[src/inc/i2c_seg_pkg.sv]
// constants shared by the two-wire segment engine and its timing helpers
package i2c_seg_pkg;
    localparam int CLK_MHZ = 250;
    localparam int REF_MHZ = 24;
    localparam logic [1:0] MODE_I2C = 2'h3;
    localparam logic [3:0] SEG_BITS = 4'h9;
    localparam logic [3:0] DATA_BITS = 4'h8;
    // register byte offsets
    localparam logic [7:0] ADDR_MODE = 8'h00;
    localparam logic [7:0] ADDR_DATA = 8'h04;
    localparam logic [7:0] ADDR_CTRL1 = 8'h08;
    localparam logic [7:0] ADDR_CTRL2 = 8'h0c;
    localparam logic [7:0] ADDR_STAT = 8'h10;
    localparam logic [7:0] ADDR_LIN = 8'h14;
    localparam logic [7:0] ADDR_EXP = 8'h18;
    localparam logic [7:0] ADDR_EVFLAG = 8'h1c;
    localparam logic [7:0] ADDR_EVMASK = 8'h20;
    localparam logic [7:0] ADDR_TOPEN = 8'h24;
    // segment_control_reg bits
    localparam int CMD_START = 0;
    localparam int CMD_SEND = 1;
    localparam int CMD_RECV = 2;
    localparam int CMD_STOP = 3;
    // segment_status_reg bits
    localparam int ST_RXNAK = 0;
    localparam int ST_TXFIN = 1;
    localparam int ST_RXFIN = 2;
    localparam int ST_CMDFIN = 3;
    // event flag bits
    localparam int EV_CMD = 0;
    localparam int EV_NACK = 1;
    localparam int EV_TX = 2;
    localparam int EV_RX = 3;
    localparam int EV_OVR = 4;
    localparam int EV_UND = 5;
    localparam int EV_W = 6;
    // reset values
    localparam logic [3:0] RATE_LIN_RST = 4'h0;
    localparam logic [3:0] RATE_EXP_RST = 4'h0;
    localparam logic [1:0] MODE_RST = 2'h0;
endpackage : i2c_seg_pkg

[src/hdl/ref_tick_gen.sv]
// fractional divider giving a 24 MHz reference enable from the system clock
`timescale 1ns/1ns
module ref_tick_gen #(
    parameter int CLK_MHZ_P = i2c_seg_pkg::CLK_MHZ,
    parameter int REF_MHZ_P = i2c_seg_pkg::REF_MHZ
) (
    input wire logic clk_i,
    input wire logic rst_i,
    output logic tick_o
);
    import i2c_seg_pkg::*;
    typedef struct packed {
        logic [8:0] acc;
        logic tick;
    } ref_state_t;
    ref_state_t q, d;
    logic [8:0] sum;

    always_comb begin
        d = q;
        sum = q.acc + 9'(REF_MHZ_P);
        d.tick = 1'b0;
        if (sum >= 9'(CLK_MHZ_P)) begin
            d.acc = sum - 9'(CLK_MHZ_P);
            d.tick = 1'b1;
        end else begin
            d.acc = sum;
        end
    end

    always_ff @(posedge clk_i) begin
        if (rst_i) begin
            q <= '0;
        end else begin
            q <= d;
        end
    end

    assign tick_o = q.tick;
endmodule : ref_tick_gen

[src/hdl/half_period_timer.sv]
// counts (lin+1)*2^exp reference ticks per half bus period
`timescale 1ns/1ns
module half_period_timer (
    input wire logic clk_i,
    input wire logic rst_i,
    input wire logic ref_tick_i,
    input wire logic run_i,
    input wire logic [3:0] lin_i,
    input wire logic [3:0] exp_i,
    output logic tick_o
);
    import i2c_seg_pkg::*;
    typedef struct packed {
        logic [19:0] cnt;
        logic tick;
    } half_state_t;
    half_state_t q, d;
    logic [19:0] target;

    always_comb begin
        d = q;
        target = ({16'h0000, lin_i} + 20'h00001) << exp_i;
        d.tick = 1'b0;
        if (!run_i) begin
            d.cnt = '0;
        end else if (ref_tick_i) begin
            if (q.cnt + 20'h00001 >= target) begin
                d.cnt = '0;
                d.tick = 1'b1;
            end else begin
                d.cnt = q.cnt + 20'h00001;
            end
        end
    end

    always_ff @(posedge clk_i) begin
        if (rst_i) begin
            q <= '0;
        end else begin
            q <= d;
        end
    end

    assign tick_o = q.tick;
endmodule : half_period_timer

[src/hdl/i2c_master_segment_engine.sv]
// software-driven two-wire bus master with one-byte buffers and wishbone registers
`timescale 1ns/1ns
// Notes on behaviour
// - bus master only when mode field equals 3
// - start bit makes start or repeated start
// - send bit shifts out byte, samples ack
// - receive bit clocks in byte, returns ack
// - stop bit makes a stop condition
// - no command bit set keeps engine idle
// - one-byte buffers, software access only
// - start/stop bit self-clears, sets command-done
// - send clears itself, sets transmit-done flag
// - receive clears itself, sets receive-done flag
// - send or receive end records the ninth-bit ack or nack seen on sda
// - ack-select bit picks receive ack or nack
// - event on command-done rising
// - event on transmitted byte answered nack
// - event on transmit-done rising
// - event on receive-done rising
// - overrun event, arriving byte dropped when full
// - underrun event when sending from empty buffer
// - event reaches irq only with both masks
// - bit rate 24MHz/(2*(lin+1)*2^exp)
module i2c_master_segment_engine (
    input wire logic clk_i,
    input wire logic rst_i,
    input wire logic wb_cyc_i,
    input wire logic wb_stb_i,
    input wire logic wb_we_i,
    input wire logic [7:0] wb_adr_i,
    input wire logic [3:0] wb_sel_i,
    input wire logic [31:0] wb_dat_i,
    output logic [31:0] wb_dat_o,
    output logic wb_ack_o,
    input wire logic scl_i,
    output logic scl_o,
    output logic scl_oe_n_o,
    input wire logic sda_i,
    output logic sda_o,
    output logic sda_oe_n_o,
    output logic irq_o
);
    import i2c_seg_pkg::*;

    typedef enum logic [3:0] {
        ST_IDLE, ST_START_A, ST_START_B, ST_START_C,
        ST_BIT_LO, ST_BIT_HI, ST_STOP_A, ST_STOP_B
    } seg_state_t;

    typedef struct packed {
        seg_state_t st;
        logic [1:0] mode;
        logic [3:0] cmd;
        logic ack_sel;
        logic [3:0] lin;
        logic [3:0] exp;
        logic [7:0] tx_buf;
        logic tx_full;
        logic [7:0] rx_buf;
        logic rx_full;
        logic [7:0] shift;
        logic [3:0] nbit;
        logic [3:0] stat;
        logic [EV_W-1:0] ev_flag;
        logic [EV_W-1:0] ev_mask;
        logic top_en;
        logic scl_rel;
        logic sda_rel;
        logic sda_pend;
        logic sda_next;
        logic pin_lo;
        logic wb_ack;
        logic [31:0] wb_dat;
        logic irq;
    } eng_state_t;

    eng_state_t q, d;
    logic ref_tick;
    logic half_tick;
    logic run;
    logic access;
    logic wr;
    logic launch;
    logic seg_end;
    logic rd_data;

    assign run = (q.st != ST_IDLE);

    ref_tick_gen u_ref (
        .clk_i(clk_i),
        .rst_i(rst_i),
        .tick_o(ref_tick)
    );

    // bus clock divider from the 24 MHz reference
    half_period_timer u_half (
        .clk_i(clk_i),
        .rst_i(rst_i),
        .ref_tick_i(ref_tick),
        .run_i(run),
        .lin_i(q.lin),
        .exp_i(q.exp),
        .tick_o(half_tick)
    );

    always_comb begin
        d = q;
        launch = 1'b0;
        seg_end = 1'b0;
        access = wb_cyc_i && wb_stb_i && !q.wb_ack;
        wr = wb_cyc_i && wb_stb_i && q.wb_ack && wb_we_i && wb_sel_i[0];
        rd_data = access && !wb_we_i && (wb_adr_i == ADDR_DATA);
        d.wb_ack = access;

        // register reads, unmapped offsets read as zero
        d.wb_dat = '0;
        if (access && !wb_we_i) begin
            case (wb_adr_i)
                ADDR_MODE: d.wb_dat[1:0] = q.mode;
                ADDR_DATA: d.wb_dat[7:0] = q.rx_buf;
                ADDR_CTRL1: d.wb_dat[3:0] = q.cmd;
                ADDR_CTRL2: d.wb_dat[0] = q.ack_sel;
                ADDR_STAT: d.wb_dat[3:0] = q.stat;
                ADDR_LIN: d.wb_dat[3:0] = q.lin;
                ADDR_EXP: d.wb_dat[3:0] = q.exp;
                ADDR_EVFLAG: d.wb_dat[EV_W-1:0] = q.ev_flag;
                ADDR_EVMASK: d.wb_dat[EV_W-1:0] = q.ev_mask;
                ADDR_TOPEN: d.wb_dat[0] = q.top_en;
                default: d.wb_dat = '0;
            endcase
        end
        if (rd_data) begin
            d.rx_full = 1'b0;
        end

        if (wr) begin
            case (wb_adr_i)
                ADDR_MODE: d.mode = wb_dat_i[1:0];
                ADDR_DATA: begin
                    d.tx_buf = wb_dat_i[7:0];
                    d.tx_full = 1'b1;
                end
                ADDR_CTRL1: begin
                    // a new segment is accepted only while none is pending
                    if (q.st == ST_IDLE && q.cmd == 4'h0) begin
                        d.cmd = wb_dat_i[3:0];
                        d.stat[ST_TXFIN] = 1'b0;
                        d.stat[ST_RXFIN] = 1'b0;
                        d.stat[ST_CMDFIN] = 1'b0;
                    end
                end
                ADDR_CTRL2: d.ack_sel = wb_dat_i[0];
                ADDR_LIN: d.lin = wb_dat_i[3:0];
                ADDR_EXP: d.exp = wb_dat_i[3:0];
                ADDR_EVFLAG: d.ev_flag = q.ev_flag & ~wb_dat_i[EV_W-1:0];
                ADDR_EVMASK: d.ev_mask = wb_dat_i[EV_W-1:0];
                ADDR_TOPEN: d.top_en = wb_dat_i[0];
                default: d.pin_lo = q.pin_lo;
            endcase
        end

        // data changes one cycle after scl falls to keep hold time
        if (q.sda_pend) begin
            d.sda_rel = q.sda_next;
            d.sda_pend = 1'b0;
        end

        case (q.st)
            ST_IDLE: begin
                if (q.mode == MODE_I2C && q.cmd != 4'h0) begin
                    launch = 1'b1;
                    d.nbit = 4'h0;
                    d.sda_pend = 1'b1;
                    if (q.cmd[CMD_START]) begin
                        d.st = ST_START_A;
                        d.sda_next = 1'b1;
                    end else if (q.cmd[CMD_SEND]) begin
                        d.st = ST_BIT_LO;
                        d.shift = q.tx_buf;
                        d.sda_next = q.tx_buf[7];
                        d.tx_full = 1'b0;
                        if (!q.tx_full) begin
                            d.ev_flag[EV_UND] = 1'b1;
                        end
                    end else if (q.cmd[CMD_RECV]) begin
                        d.st = ST_BIT_LO;
                        d.shift = 8'h00;
                        d.sda_next = 1'b1;
                    end else begin
                        d.st = ST_STOP_A;
                        d.sda_next = 1'b0;
                    end
                end
            end
            ST_START_A: begin
                if (half_tick) begin
                    d.scl_rel = 1'b1;
                    d.st = ST_START_B;
                end
            end
            ST_START_B: begin
                // waits for scl to really rise, so a stretching slave holds us
                if (half_tick && scl_i) begin
                    d.sda_rel = 1'b0;
                    d.st = ST_START_C;
                end
            end
            ST_START_C: begin
                if (half_tick) begin
                    d.scl_rel = 1'b0;
                    seg_end = 1'b1;
                end
            end
            ST_BIT_LO: begin
                if (half_tick) begin
                    d.scl_rel = 1'b1;
                    d.st = ST_BIT_HI;
                end
            end
            ST_BIT_HI: begin
                if (half_tick && scl_i) begin
                    d.scl_rel = 1'b0;
                    if (q.nbit == DATA_BITS) begin
                        seg_end = 1'b1;
                    end else begin
                        d.shift = {q.shift[6:0], sda_i};
                        d.nbit = q.nbit + 4'h1;
                        d.st = ST_BIT_LO;
                        d.sda_pend = 1'b1;
                        if (q.nbit + 4'h1 == DATA_BITS) begin
                            // ninth bit: slave answers on send, we answer on receive
                            d.sda_next = q.cmd[CMD_SEND] ? 1'b1 : !q.ack_sel;
                        end else begin
                            d.sda_next = q.cmd[CMD_SEND] ? q.shift[6] : 1'b1;
                        end
                    end
                end
            end
            ST_STOP_A: begin
                if (half_tick) begin
                    d.scl_rel = 1'b1;
                    d.st = ST_STOP_B;
                end
            end
            ST_STOP_B: begin
                if (half_tick && scl_i) begin
                    d.sda_rel = 1'b1;
                    seg_end = 1'b1;
                end
            end
            default: d.st = ST_IDLE;
        endcase

        if (seg_end) begin
            d.st = ST_IDLE;
            d.cmd = 4'h0;
            if (q.cmd[CMD_START] || q.cmd[CMD_STOP]) begin
                d.stat[ST_CMDFIN] = 1'b1;
                if (!q.stat[ST_CMDFIN]) begin
                    d.ev_flag[EV_CMD] = 1'b1;
                end
            end
            if (q.cmd[CMD_SEND]) begin
                d.stat[ST_TXFIN] = 1'b1;
                d.stat[ST_RXNAK] = sda_i;
                if (!q.stat[ST_TXFIN]) begin
                    d.ev_flag[EV_TX] = 1'b1;
                end
                if (sda_i) begin
                    d.ev_flag[EV_NACK] = 1'b1;
                end
            end
            if (q.cmd[CMD_RECV]) begin
                d.stat[ST_RXFIN] = 1'b1;
                d.stat[ST_RXNAK] = sda_i;
                if (!q.stat[ST_RXFIN]) begin
                    d.ev_flag[EV_RX] = 1'b1;
                end
                // a read in this same cycle frees the buffer first
                if (q.rx_full && !rd_data) begin
                    d.ev_flag[EV_OVR] = 1'b1;
                end else begin
                    d.rx_buf = q.shift;
                    d.rx_full = 1'b1;
                end
            end
        end

        d.irq = q.top_en && |(q.ev_flag & q.ev_mask);
    end

    always_ff @(posedge clk_i) begin
        if (rst_i) begin
            q <= '0;
            q.mode <= MODE_RST;
            q.lin <= RATE_LIN_RST;
            q.exp <= RATE_EXP_RST;
            q.scl_rel <= 1'b1;
            q.sda_rel <= 1'b1;
        end else begin
            q <= d;
        end
    end

    assign wb_dat_o = q.wb_dat;
    assign wb_ack_o = q.wb_ack;
    assign scl_o = q.pin_lo;
    assign sda_o = q.pin_lo;
    assign scl_oe_n_o = q.scl_rel;
    assign sda_oe_n_o = q.sda_rel;
    assign irq_o = q.irq;

    chk_mode_gate: assert property (
        @(posedge clk_i) disable iff (rst_i)
        (q.st == ST_IDLE && q.mode != MODE_I2C) |=> q.st == ST_IDLE
    ) else $error("engine left idle while not in bus mode");

    chk_start_seq: assert property (
        @(posedge clk_i) disable iff (rst_i)
        (q.st == ST_START_C && half_tick)
            |=> (q.st == ST_IDLE && !q.sda_rel && !q.scl_rel && q.stat[ST_CMDFIN])
    ) else $error("start did not end with both lines low and done set");

    chk_send_bit: assert property (
        @(posedge clk_i) disable iff (rst_i)
        (q.st == ST_BIT_LO && q.cmd[CMD_SEND] && q.nbit < DATA_BITS && !q.sda_pend)
            |-> q.sda_rel == q.shift[7]
    ) else $error("sent data bit differs from shift register");

    chk_recv_ack: assert property (
        @(posedge clk_i) disable iff (rst_i)
        (q.st == ST_BIT_LO && q.cmd[CMD_RECV] && q.nbit == DATA_BITS && !q.sda_pend)
            |-> q.sda_rel == !q.ack_sel
    ) else $error("receive answer bit does not follow ack select");

    chk_stop_seq: assert property (
        @(posedge clk_i) disable iff (rst_i)
        (q.st == ST_STOP_B && half_tick && scl_i)
            |=> (q.sda_rel && q.scl_rel && q.cmd == 4'h0 && q.stat[ST_CMDFIN])
    ) else $error("stop did not release data with clock high");

    chk_idle_hold: assert property (
        @(posedge clk_i) disable iff (rst_i)
        (q.st == ST_IDLE && q.cmd == 4'h0) |=> q.st == ST_IDLE
    ) else $error("engine moved with no command pending");

    chk_cmd_clear: assert property (
        @(posedge clk_i) disable iff (rst_i)
        seg_end |=> (q.cmd == 4'h0 && q.st == ST_IDLE && $past(q.cmd) != 4'h0)
    ) else $error("command bit not cleared at segment end");

    chk_tx_nack: assert property (
        @(posedge clk_i) disable iff (rst_i)
        (seg_end && q.cmd[CMD_SEND] && sda_i) |=> (q.ev_flag[EV_NACK] && q.stat[ST_RXNAK])
    ) else $error("nack after send not flagged");

    chk_rx_overrun: assert property (
        @(posedge clk_i) disable iff (rst_i)
        (seg_end && q.cmd[CMD_RECV] && q.rx_full && !rd_data)
            |=> (q.ev_flag[EV_OVR] && q.rx_buf == $past(q.rx_buf))
    ) else $error("overrun not flagged or held byte overwritten");

    chk_underrun: assert property (
        @(posedge clk_i) disable iff (rst_i)
        (launch && q.cmd[CMD_SEND] && !q.tx_full) |=> q.ev_flag[EV_UND]
    ) else $error("send from empty buffer not flagged");

    chk_irq_gate: assert property (
        @(posedge clk_i) disable iff (rst_i)
        ##1 irq_o == ($past(q.top_en) && |($past(q.ev_flag) & $past(q.ev_mask)))
    ) else $error("interrupt output not gated by both masks");
endmodule : i2c_master_segment_engine

[config.mk]
export PLATFORM = sky130hd
export DESIGN_NAME = i2c_master_segment_engine
export DESIGN_NICKNAME = d
export VERILOG_FILES = /design/src/inc/i2c_seg_pkg.sv /design/src/hdl/ref_tick_gen.sv /design/src/hdl/half_period_timer.sv /design/src/hdl/i2c_master_segment_engine.sv
export SDC_FILE = /design/constraint.sdc
export NUM_CORES = 1
export LEC_CHECK = 0
export BUFFER_PORTS_ARGS = -buffer_cell sky130_fd_sc_hd__buf_2
export CORE_MARGIN = 1
export CORE_UTILIZATION = 60
export CTS_BUF_LIST = sky130_fd_sc_hd__clkbuf_2
export CTS_CLUSTER_DIAMETER = 100
export CTS_CLUSTER_SIZE = 14
export DETAILED_ROUTE_END_ITERATION = 16
export PLACE_DENSITY_LB_ADDON = 0.08
export SYNTH_ARGS = -nofsm -noshare
export SYNTH_HDL_FRONTEND = slang
export SYNTH_HIERARCHICAL = 1
export SYNTH_SLANG_ARGS = --single-unit
[constraint.sdc]
create_clock -name clk_i -period 4.4 [get_ports clk_i]
set_input_delay 0.66 -clock clk_i [delete_from_list [all_inputs] [get_ports clk_i]]
set_output_delay 0.66 -clock clk_i [all_outputs]
set_load 0.02 [all_outputs]
==> results of run 1 <==
-- Yosys cell counts, types with 4 or more instances --
cell and n:
a221o_1 5, mux2_2 11, and3_1 16, ha_1 27
o21ai_1 11, and2_1 4, dfxtp_1 109, a21oi_1 63
a2bb2oi_1 4, nand2_1 87, o21a_1 13, a22oi_1 10
xnor2_1 16, a22o_1 14, nand3b_1 5, nand4_1 12
nor4_1 11, buf_2 13, a21o_1 5, buf_4 37
a31oi_1 11, nand2b_1 10, clkbuf_1 27, nor3_1 19
o21ai_0 20, nor2b_1 14, inv_1 16, mux2i_1 24
nor2_1 80, nand3_1 41, xor2_1 12
-- stage by stage --
| stage | power, mW | util [%] | cell area, sq um |
|---|---|---|---|
| global route | 1.67 | 63.4 | 6930 |
| global placement | 1.14 | 62.2 | 6810 |
| finish | 1.60 | 63.4 | 6930 |
| floorplan | 1.13 | - | 6910 |
| CTS | 1.62 | 63.4 | 6930 |
| detailed placement | 1.14 | 62.2 | 6810 |
-- sequential cells by signal, indices dropped and copies added, names as in the netlist --
register / flops
q: 67
u_half/q: 20
u_ref/q: 8
wb_dat_o: 8
irq_o: 1
scl_oe_n_o: 1
sda_oe_n_o: 1
u_half/tick_o: 1
u_ref/tick_o: 1
wb_ack_o: 1
-- power by group through the flow --
stage / Combinational [mW] / Clock (mW) / Sequential, mW
global placement: 0.116 / 0 / 1.03
finish: 0.119 / 0.471 / 1.01
detailed placement: 0.118 / 0 / 1.03
global route: 0.130 / 0.530 / 1.01
floorplan: 0.108 / 0 / 1.02
CTS: 0.118 / 0.490 / 1.01
-- worst min-delay path, cell delays in order --
cell and delay [ns]:
buf_2 0.09, nand2_1 0.04, a21oi_1 0.05
-- cells by family (layout without fill, tap and decap cells) --
| family | after synthesis | after routing | share of synthesized area [%] |
|---|---|---|---|
| DFF | 109 | 109 | 32.0 |
| muxes | 37 | 37 | 6.00 |
| AOI/OAI and AO/OA | 197 | 197 | 20.0 |
| other | 1 | 26 | 0.0550 |
| and+or+nand+nor | 332 | 332 | 25.4 |
| buffers and inverters | 98 | 71 | 8.00 |
| xor gates and xnor gates | 28 | 28 | 3.60 |
| adders and majority gates | 27 | 27 | 4.95 |
-- routing by layer --
layer	track usage (%)	vias to the layer above	wire length, um	share of wire [%]
met5	0	-	0	0
met4	7.34	0	165	1.0
met3	7.11	17	1110	6.9
met2	44.4	193	7430	46
met1	38.4	2838	7460	46
li1	-	2925	-	-
-- cell type report --
class | instances | area [sq um]
Clock inverter | 7 | 80.1
Fill cell | 991 | 4000
Timing Repair Buffer | 39 | 205
Sequential cell | 109 | 2180
Multi-Input combinational cell | 647 | 4180
Inverter | 16 | 60.1
Tap cell | 140 | 175
Clock buffer | 9 | 45.0
-- final timing paths --
path	startpoint	to	slack, ns	depth (start not counted)
max	u_half/q[8]	u_half/q[19]	0.63	12
min	wb_dat_i[7]	q[85]	0.18	3
max reg2reg	u_half/q[8]	u_half/q[19]	0.63	12
min reg2reg	q[75]	wb_dat_o[6]	0.48	1
==> out/results.md, run 1 <==
| Result | Reported | Unit |
| --- | --- | --- |
| Run status | completed | - |
| Pwr per Cell Area | 231 | nW/um^2 |
| Detailed-route DRC error count | 0 | - |
| Cell chain of the critical path | nand3_1 -> nor4_1 -> nand4_1 -> xnor2_1 -> ha_1 -> nand4_1 -> a211oi_1 -> a32o_1 -> nor4_2 -> buf_4 -> and3_1 -> a221o_1 | - |
| Top cell type by total area after synthesis | dfxtp_1 | - |
| Unrepaired setup endpoints after global routing | no | - |
| Count of hold-fix buffers inserted at cts | 0 | - |
| Horiz. Die Dim | 109 | um |
| Final antenna diode count | 0 | - |
| Number of vias per cell | 6.18 | - |
| Share of final-layout standard cells stronger than drive strength 1 | 11.6 | % |
| Total number of placement rows | 38 | - |
| Worst endpoint data arrival time | 4.34 | ns |
| Final instance count without filler cells | 967 | - |
| CTS HTree Levels | 3 | - |
| Antenna violations before repair | 0 | - |
| Synth cell types | 82 | - |
| Number of buffers added by the clock tree synthesis step | 9 | - |
| Commonest register cell after synthesis | dfxtp_1 | - |
| GPL Wtd Cong | 0.930 | - |
| Final layout net count | 900 | - |
| Setup TNS | 0 | ns |
| Final WS setup | 0.626 | ns |
| Crit-path slowest cell | nor4_1 | - |
| Dpl ws | 0.761 | ns |
| Period Utilization, post-route | 85.8 | % |
| Hold Slack | 0.177 | ns |
| Sw frac | 29.5 | % |
| Post-detailed-route count of antenna-violating nets | 0 | - |
| Area of the placeable core | 10900 | sq um |
| Clock tree from TritonCTS | done | - |
| Count of buffers from port buffering | 35 | - |
| Total of flip-flops plus latches after synthesis | 109 | - |
| Die height | 109 | um |
| Yosys warnings | 6 | - |
| Synthesized instance count | 829 | - |
| Commonest non-fill, non-tap cell in the layout | dfxtp_1 | - |
| Max_slew headroom | 51.2 | % |
| Final Hold Fails | 0 | - |
| Leakage | 2.75 | nW |
| Portion of total power attributed to combinational logic | 7.4 | % |
| Detailed router's first-iteration violation count | 512 | - |
| Critical Path End Type | flop | - |
| Resized cells post-CTS | 0 | - |
| Critical Path RT | 4.97 | ns |
| Final setup violation count | 0 | - |
| Number of detailed-routing iterations run before antenna repair | 7 | - |
| DP Cell Count | 951 | - |
| Cell internal pwr | 1.13 | mW |
| Delay contributed by the slowest stage of the critical path | 0.66 | ns |
| Top delay family on crit path | simple AND/OR/NAND/NOR gates | - |
| Gr ovfl total | 0 | - |
| HPWL Detailed | 11800 | um |
| IO Pins | 89 | - |
| Die Footprint | 11800 | sq um |
| Clock skew after layout | 0.0533 | ns |
| Global-route wire length before repair | 26000 | um |
| Worst-path fanout max | 23 | - |
| Most used cell, CP | nand4_1 | - |
| Total wire length after detailed routing | 16200 | um |
| Worst Setup Path Type | reg -> reg | - |
| IR Drop Worst-Case VDD | 0.275 | mV |
| Latest clock arrival within the worst-skew pair | 0.67 | ns |
| Count of maximum capacitance violations | 0 | - |
| Post-synthesis instance area | 6820 | sq um |
| Synth-to-Final Area Change | 1.67 | % |
| Largest net degree at the start of global routing | 44 | - |
| Setup Fix Bufs, Post-CTS | 0 | - |
| DR vias | 5973 | - |
| Part of the Yosys area used for sequential elements | 32.0 | % |
| Final critical delay including setup and external delays | 3.77 | ns |
| Clock group share of total power | 29.4 | % |
| Transition time of the tightest slew-check pin | 0.732 | ns |
| Number of enable flip-flop cells after synthesis | 0 | - |
| Clock-pin transition on the worst setup and hold timing paths | 0.33 | ns |
| Count of final max-slew check failures | 0 | - |
| Cell types with the largest area share after synthesis | dfxtp_1, ha_1, nand2_1 | - |
| Mean instance size in the synthesized netlist | 8.22 | sq um |
| Effective utilization at floorplan | 62.3 | % |
| Average routed wire per standard cell | 16.7 | um |
| Maximum buffer depth of the clock tree | 2 | - |
| Vias in the first global route | 5293 | - |
| Switching power total | 0.473 | mW |
| Seq pwr share | 63.1 | % |
| Total global routing track utilization | 28.2 | % |
| Tightest Hold Check Type | in -> reg | - |
| Buffers & Inverters on Critical Path | 1 | - |
| Asr flop ratio synth | 0 | % |
| Startpoint types | flop | - |
| Most frequent cells in the layout | dfxtp_1, nand2_1, nor2_1 | - |
| Top-area cell type share of the netlist area | 32.0 | % |
| Total clock sinks | 109 | - |
| Upper clock frequency limit | 0.265 | GHz |
| Cell at the root of the clock tree | clkbuf_2 | - |
Power figures use the tool's default switching activity.
==> inputs of run 2 (changes only) <==
--- a/config.mk
+++ b/config.mk
@@ -6,13 +6,14 @@
 export NUM_CORES = 1
 export LEC_CHECK = 0
 export BUFFER_PORTS_ARGS = -buffer_cell sky130_fd_sc_hd__buf_2
+export CAP_MARGIN = 15
 export CORE_MARGIN = 1
-export CORE_UTILIZATION = 60
+export CORE_UTILIZATION = 35
 export CTS_BUF_LIST = sky130_fd_sc_hd__clkbuf_2
 export CTS_CLUSTER_DIAMETER = 100
 export CTS_CLUSTER_SIZE = 14
 export DETAILED_ROUTE_END_ITERATION = 16
-export PLACE_DENSITY_LB_ADDON = 0.08
+export PLACE_DENSITY = 0.6
 export SYNTH_ARGS = -nofsm -noshare
 export SYNTH_HDL_FRONTEND = slang
 export SYNTH_HIERARCHICAL = 1
==> out/results.md, run 2 (same netlist as run 1, synthesis figures left out) <==
| Result | Reported | Unit |
| --- | --- | --- |
| Count of buffers from port buffering | 35 | - |
| Detailed-route DRC error count | 0 | - |
| Cell chain of the critical path | nand3_1 -> nor4_1 -> nand3_1 -> xnor2_1 -> ha_1 -> nand4_1 -> a211oi_1 -> a32o_1 -> nor4_2 -> buf_4 -> and3_1 -> a221o_1 | - |
| Worst-path fanout max | 23 | - |
| DR vias | 5823 | - |
| Die Footprint | 20000 | sq um |
| Global-route wire length before repair | 26800 | um |
| Clock-pin transition on the worst setup and hold timing paths | 0.34 | ns |
| Final critical delay including setup and external delays | 3.70 | ns |
| Critical Path End Type | flop | - |
| Portion of total power attributed to combinational logic | 7.4 | % |
| Maximum buffer depth of the clock tree | 2 | - |
| IO Pins | 89 | - |
| Sw frac | 30.5 | % |
| Gr ovfl total | 0 | - |
| Startpoint types | flop | - |
| Hold Slack | 0.168 | ns |
| Biggest regs | q x67, u_half/q x20 | - |
| Post-detailed-route count of antenna-violating nets | 0 | - |
| Delay contributed by the slowest stage of the critical path | 0.67 | ns |
| Clock skew after layout | 0.0445 | ns |
| Vias in the first global route | 5133 | - |
| Area of the placeable core | 18900 | sq um |
| Detailed router's first-iteration violation count | 506 | - |
| Switching power total | 0.496 | mW |
| CTS HTree Levels | 3 | - |
| Commonest non-fill, non-tap cell in the layout | dfxtp_1 | - |
| Max_slew headroom | 47.7 | % |
| Leakage | 2.74 | nW |
| Largest net degree at the start of global routing | 41 | - |
| Most frequent cells in the layout | dfxtp_1, nand2_1, nor2_1 | - |
| Total clock sinks | 109 | - |
| Count of final max-slew check failures | 0 | - |
| Transition time of the tightest slew-check pin | 0.777 | ns |
| Final standard cell utilization of the core | 37.4 | % |
| Worst Setup Path Type | reg -> reg | - |
| Setup Fix Bufs, Post-CTS | 0 | - |
| Average routed wire per standard cell | 15.2 | um |
| Pwr per Cell Area | 230 | nW/um^2 |
| Period Utilization, post-route | 84.1 | % |
| Number of vias per cell | 5.36 | - |
| Buffers & Inverters on Critical Path | 1 | - |
| Number of logic stages on the critical path including buffering | 12 | - |
| Resized cells post-CTS | 0 | - |
| Min-Delay Path Depth | 3 | - |
| HPWL Detailed | 11900 | um |
| Setup TNS | 0 | ns |
| Tightest Hold Check Type | in -> reg | - |
| Die height | 142 | um |
| Crit-path slowest cell | nor4_1 | - |
| GPL Wtd Cong | 0.827 | - |
| Number of buffers added by the clock tree synthesis step | 9 | - |
| Area occupied by multi-input gates | 4180 | sq um |
| Count of fill cells added during filler insertion | 2013 | - |
| Cell at the root of the clock tree | clkbuf_2 | - |
| Critical Path RT | 5.02 | ns |
| Count of hold-fix buffers inserted at cts | 0 | - |
| Total number of placement rows | 50 | - |
| Effective utilization at floorplan | 36.1 | % |
| Final Hold Fails | 0 | - |
| Run status | completed | - |
| Latest clock arrival within the worst-skew pair | 0.68 | ns |
| Clock tree from TritonCTS | done | - |
| R2r worst-path depth | 12 | - |
| Upper clock frequency limit | 0.270 | GHz |
| Most used cell, CP | nand3_1 | - |
| Final layout net count | 899 | - |
| Total global routing track utilization | 16.7 | % |
| Synth-to-Final Area Change | 3.76 | % |
| Number of detailed-routing iterations run before antenna repair | 5 | - |
| Horiz. Die Dim | 142 | um |
| Share of final-layout standard cells stronger than drive strength 1 | 11.5 | % |
| Final standard cell area without fillers | 7070 | sq um |
| Register with the highest flop count | q | - |
| IR Drop Worst-Case VDD | 0.112 | mV |
| Number of flip-flops in the largest register | 67 | - |
| Area taken by flip-flops and latches | 2180 | sq um |
| Antenna violations before repair | 1 | - |
| Count of maximum capacitance violations | 0 | - |
| Worst endpoint data arrival time | 4.32 | ns |
| Seq pwr share | 62.3 | % |
| Clock group share of total power | 30.3 | % |
| Cell internal pwr | 1.13 | mW |
| Final setup violation count | 0 | - |
| Top delay family on crit path | simple AND/OR/NAND/NOR gates | - |
| Post-Place Cell Area | 6950 | sq um |
| Unrepaired setup endpoints after global routing | no | - |
| Total wire length after detailed routing | 16500 | um |
==> run 2: layer usage <==
layer  vias up  part of all wire, %  GRT usage (%)
li1       2931                    -              -
met1      2719                   50           24.2
met2       157                   45           25.2
met3        16                  4.4           2.09
met4         0                  1.4           5.83
met5         -                    0              0
==> run 2: layout make-up <==
class / count / share of cell area (%)
multi-input cells: 647 / 59.1
clock buffers: 9 / 0.637
inverters: 16 / 0.849
flip-flops and latches: 109 / 30.8
diodes: 1 / 0.0354
clock inverters: 7 / 1.10
well taps: 260 / 4.60
repair buffers: 38 / 2.79
==> run 2: worst min-delay path: stages <==
cell	delay (ns)
buf_2	0.10
nand2_1	0.05
a21oi_1	0.05
==> run 2: final timing paths <==
kind                             startpoint            to  slack, ns
worst max-delay path            u_half/q[7]  u_half/q[18]       0.70
worst min-delay path            wb_dat_i[6]         q[84]       0.17
worst min register to register        q[41]         q[41]       0.49
worst max register to register  u_half/q[7]  u_half/q[18]       0.70
==> run 2: power by group through the flow <==
stage / logic [mW] / registers, mW / clock network [mW]
2_1_floorplan: 0.108 / 1.02 / 0
3_3_place_gp: 0.119 / 1.03 / 0
3_5_place_dp: 0.120 / 1.03 / 0
4_1_cts: 0.120 / 1.01 / 0.507
5_1_grt: 0.132 / 1.02 / 0.546
6_report: 0.121 / 1.01 / 0.493
==> run 2: per-stage QoR <==
| step | std cells | total power [mW] | setup slack [ns] |
|---|---|---|---|
| floorplan | 854 | 1.13 | 1.18 |
| global placement | 1070 | 1.15 | 0.849 |
| detailed placement | 1070 | 1.15 | 0.765 |
| CTS | 1086 | 1.64 | 0.711 |
| global route | 1087 | 1.69 | 0.460 |
| finish | 1087 | 1.63 | 0.699 |
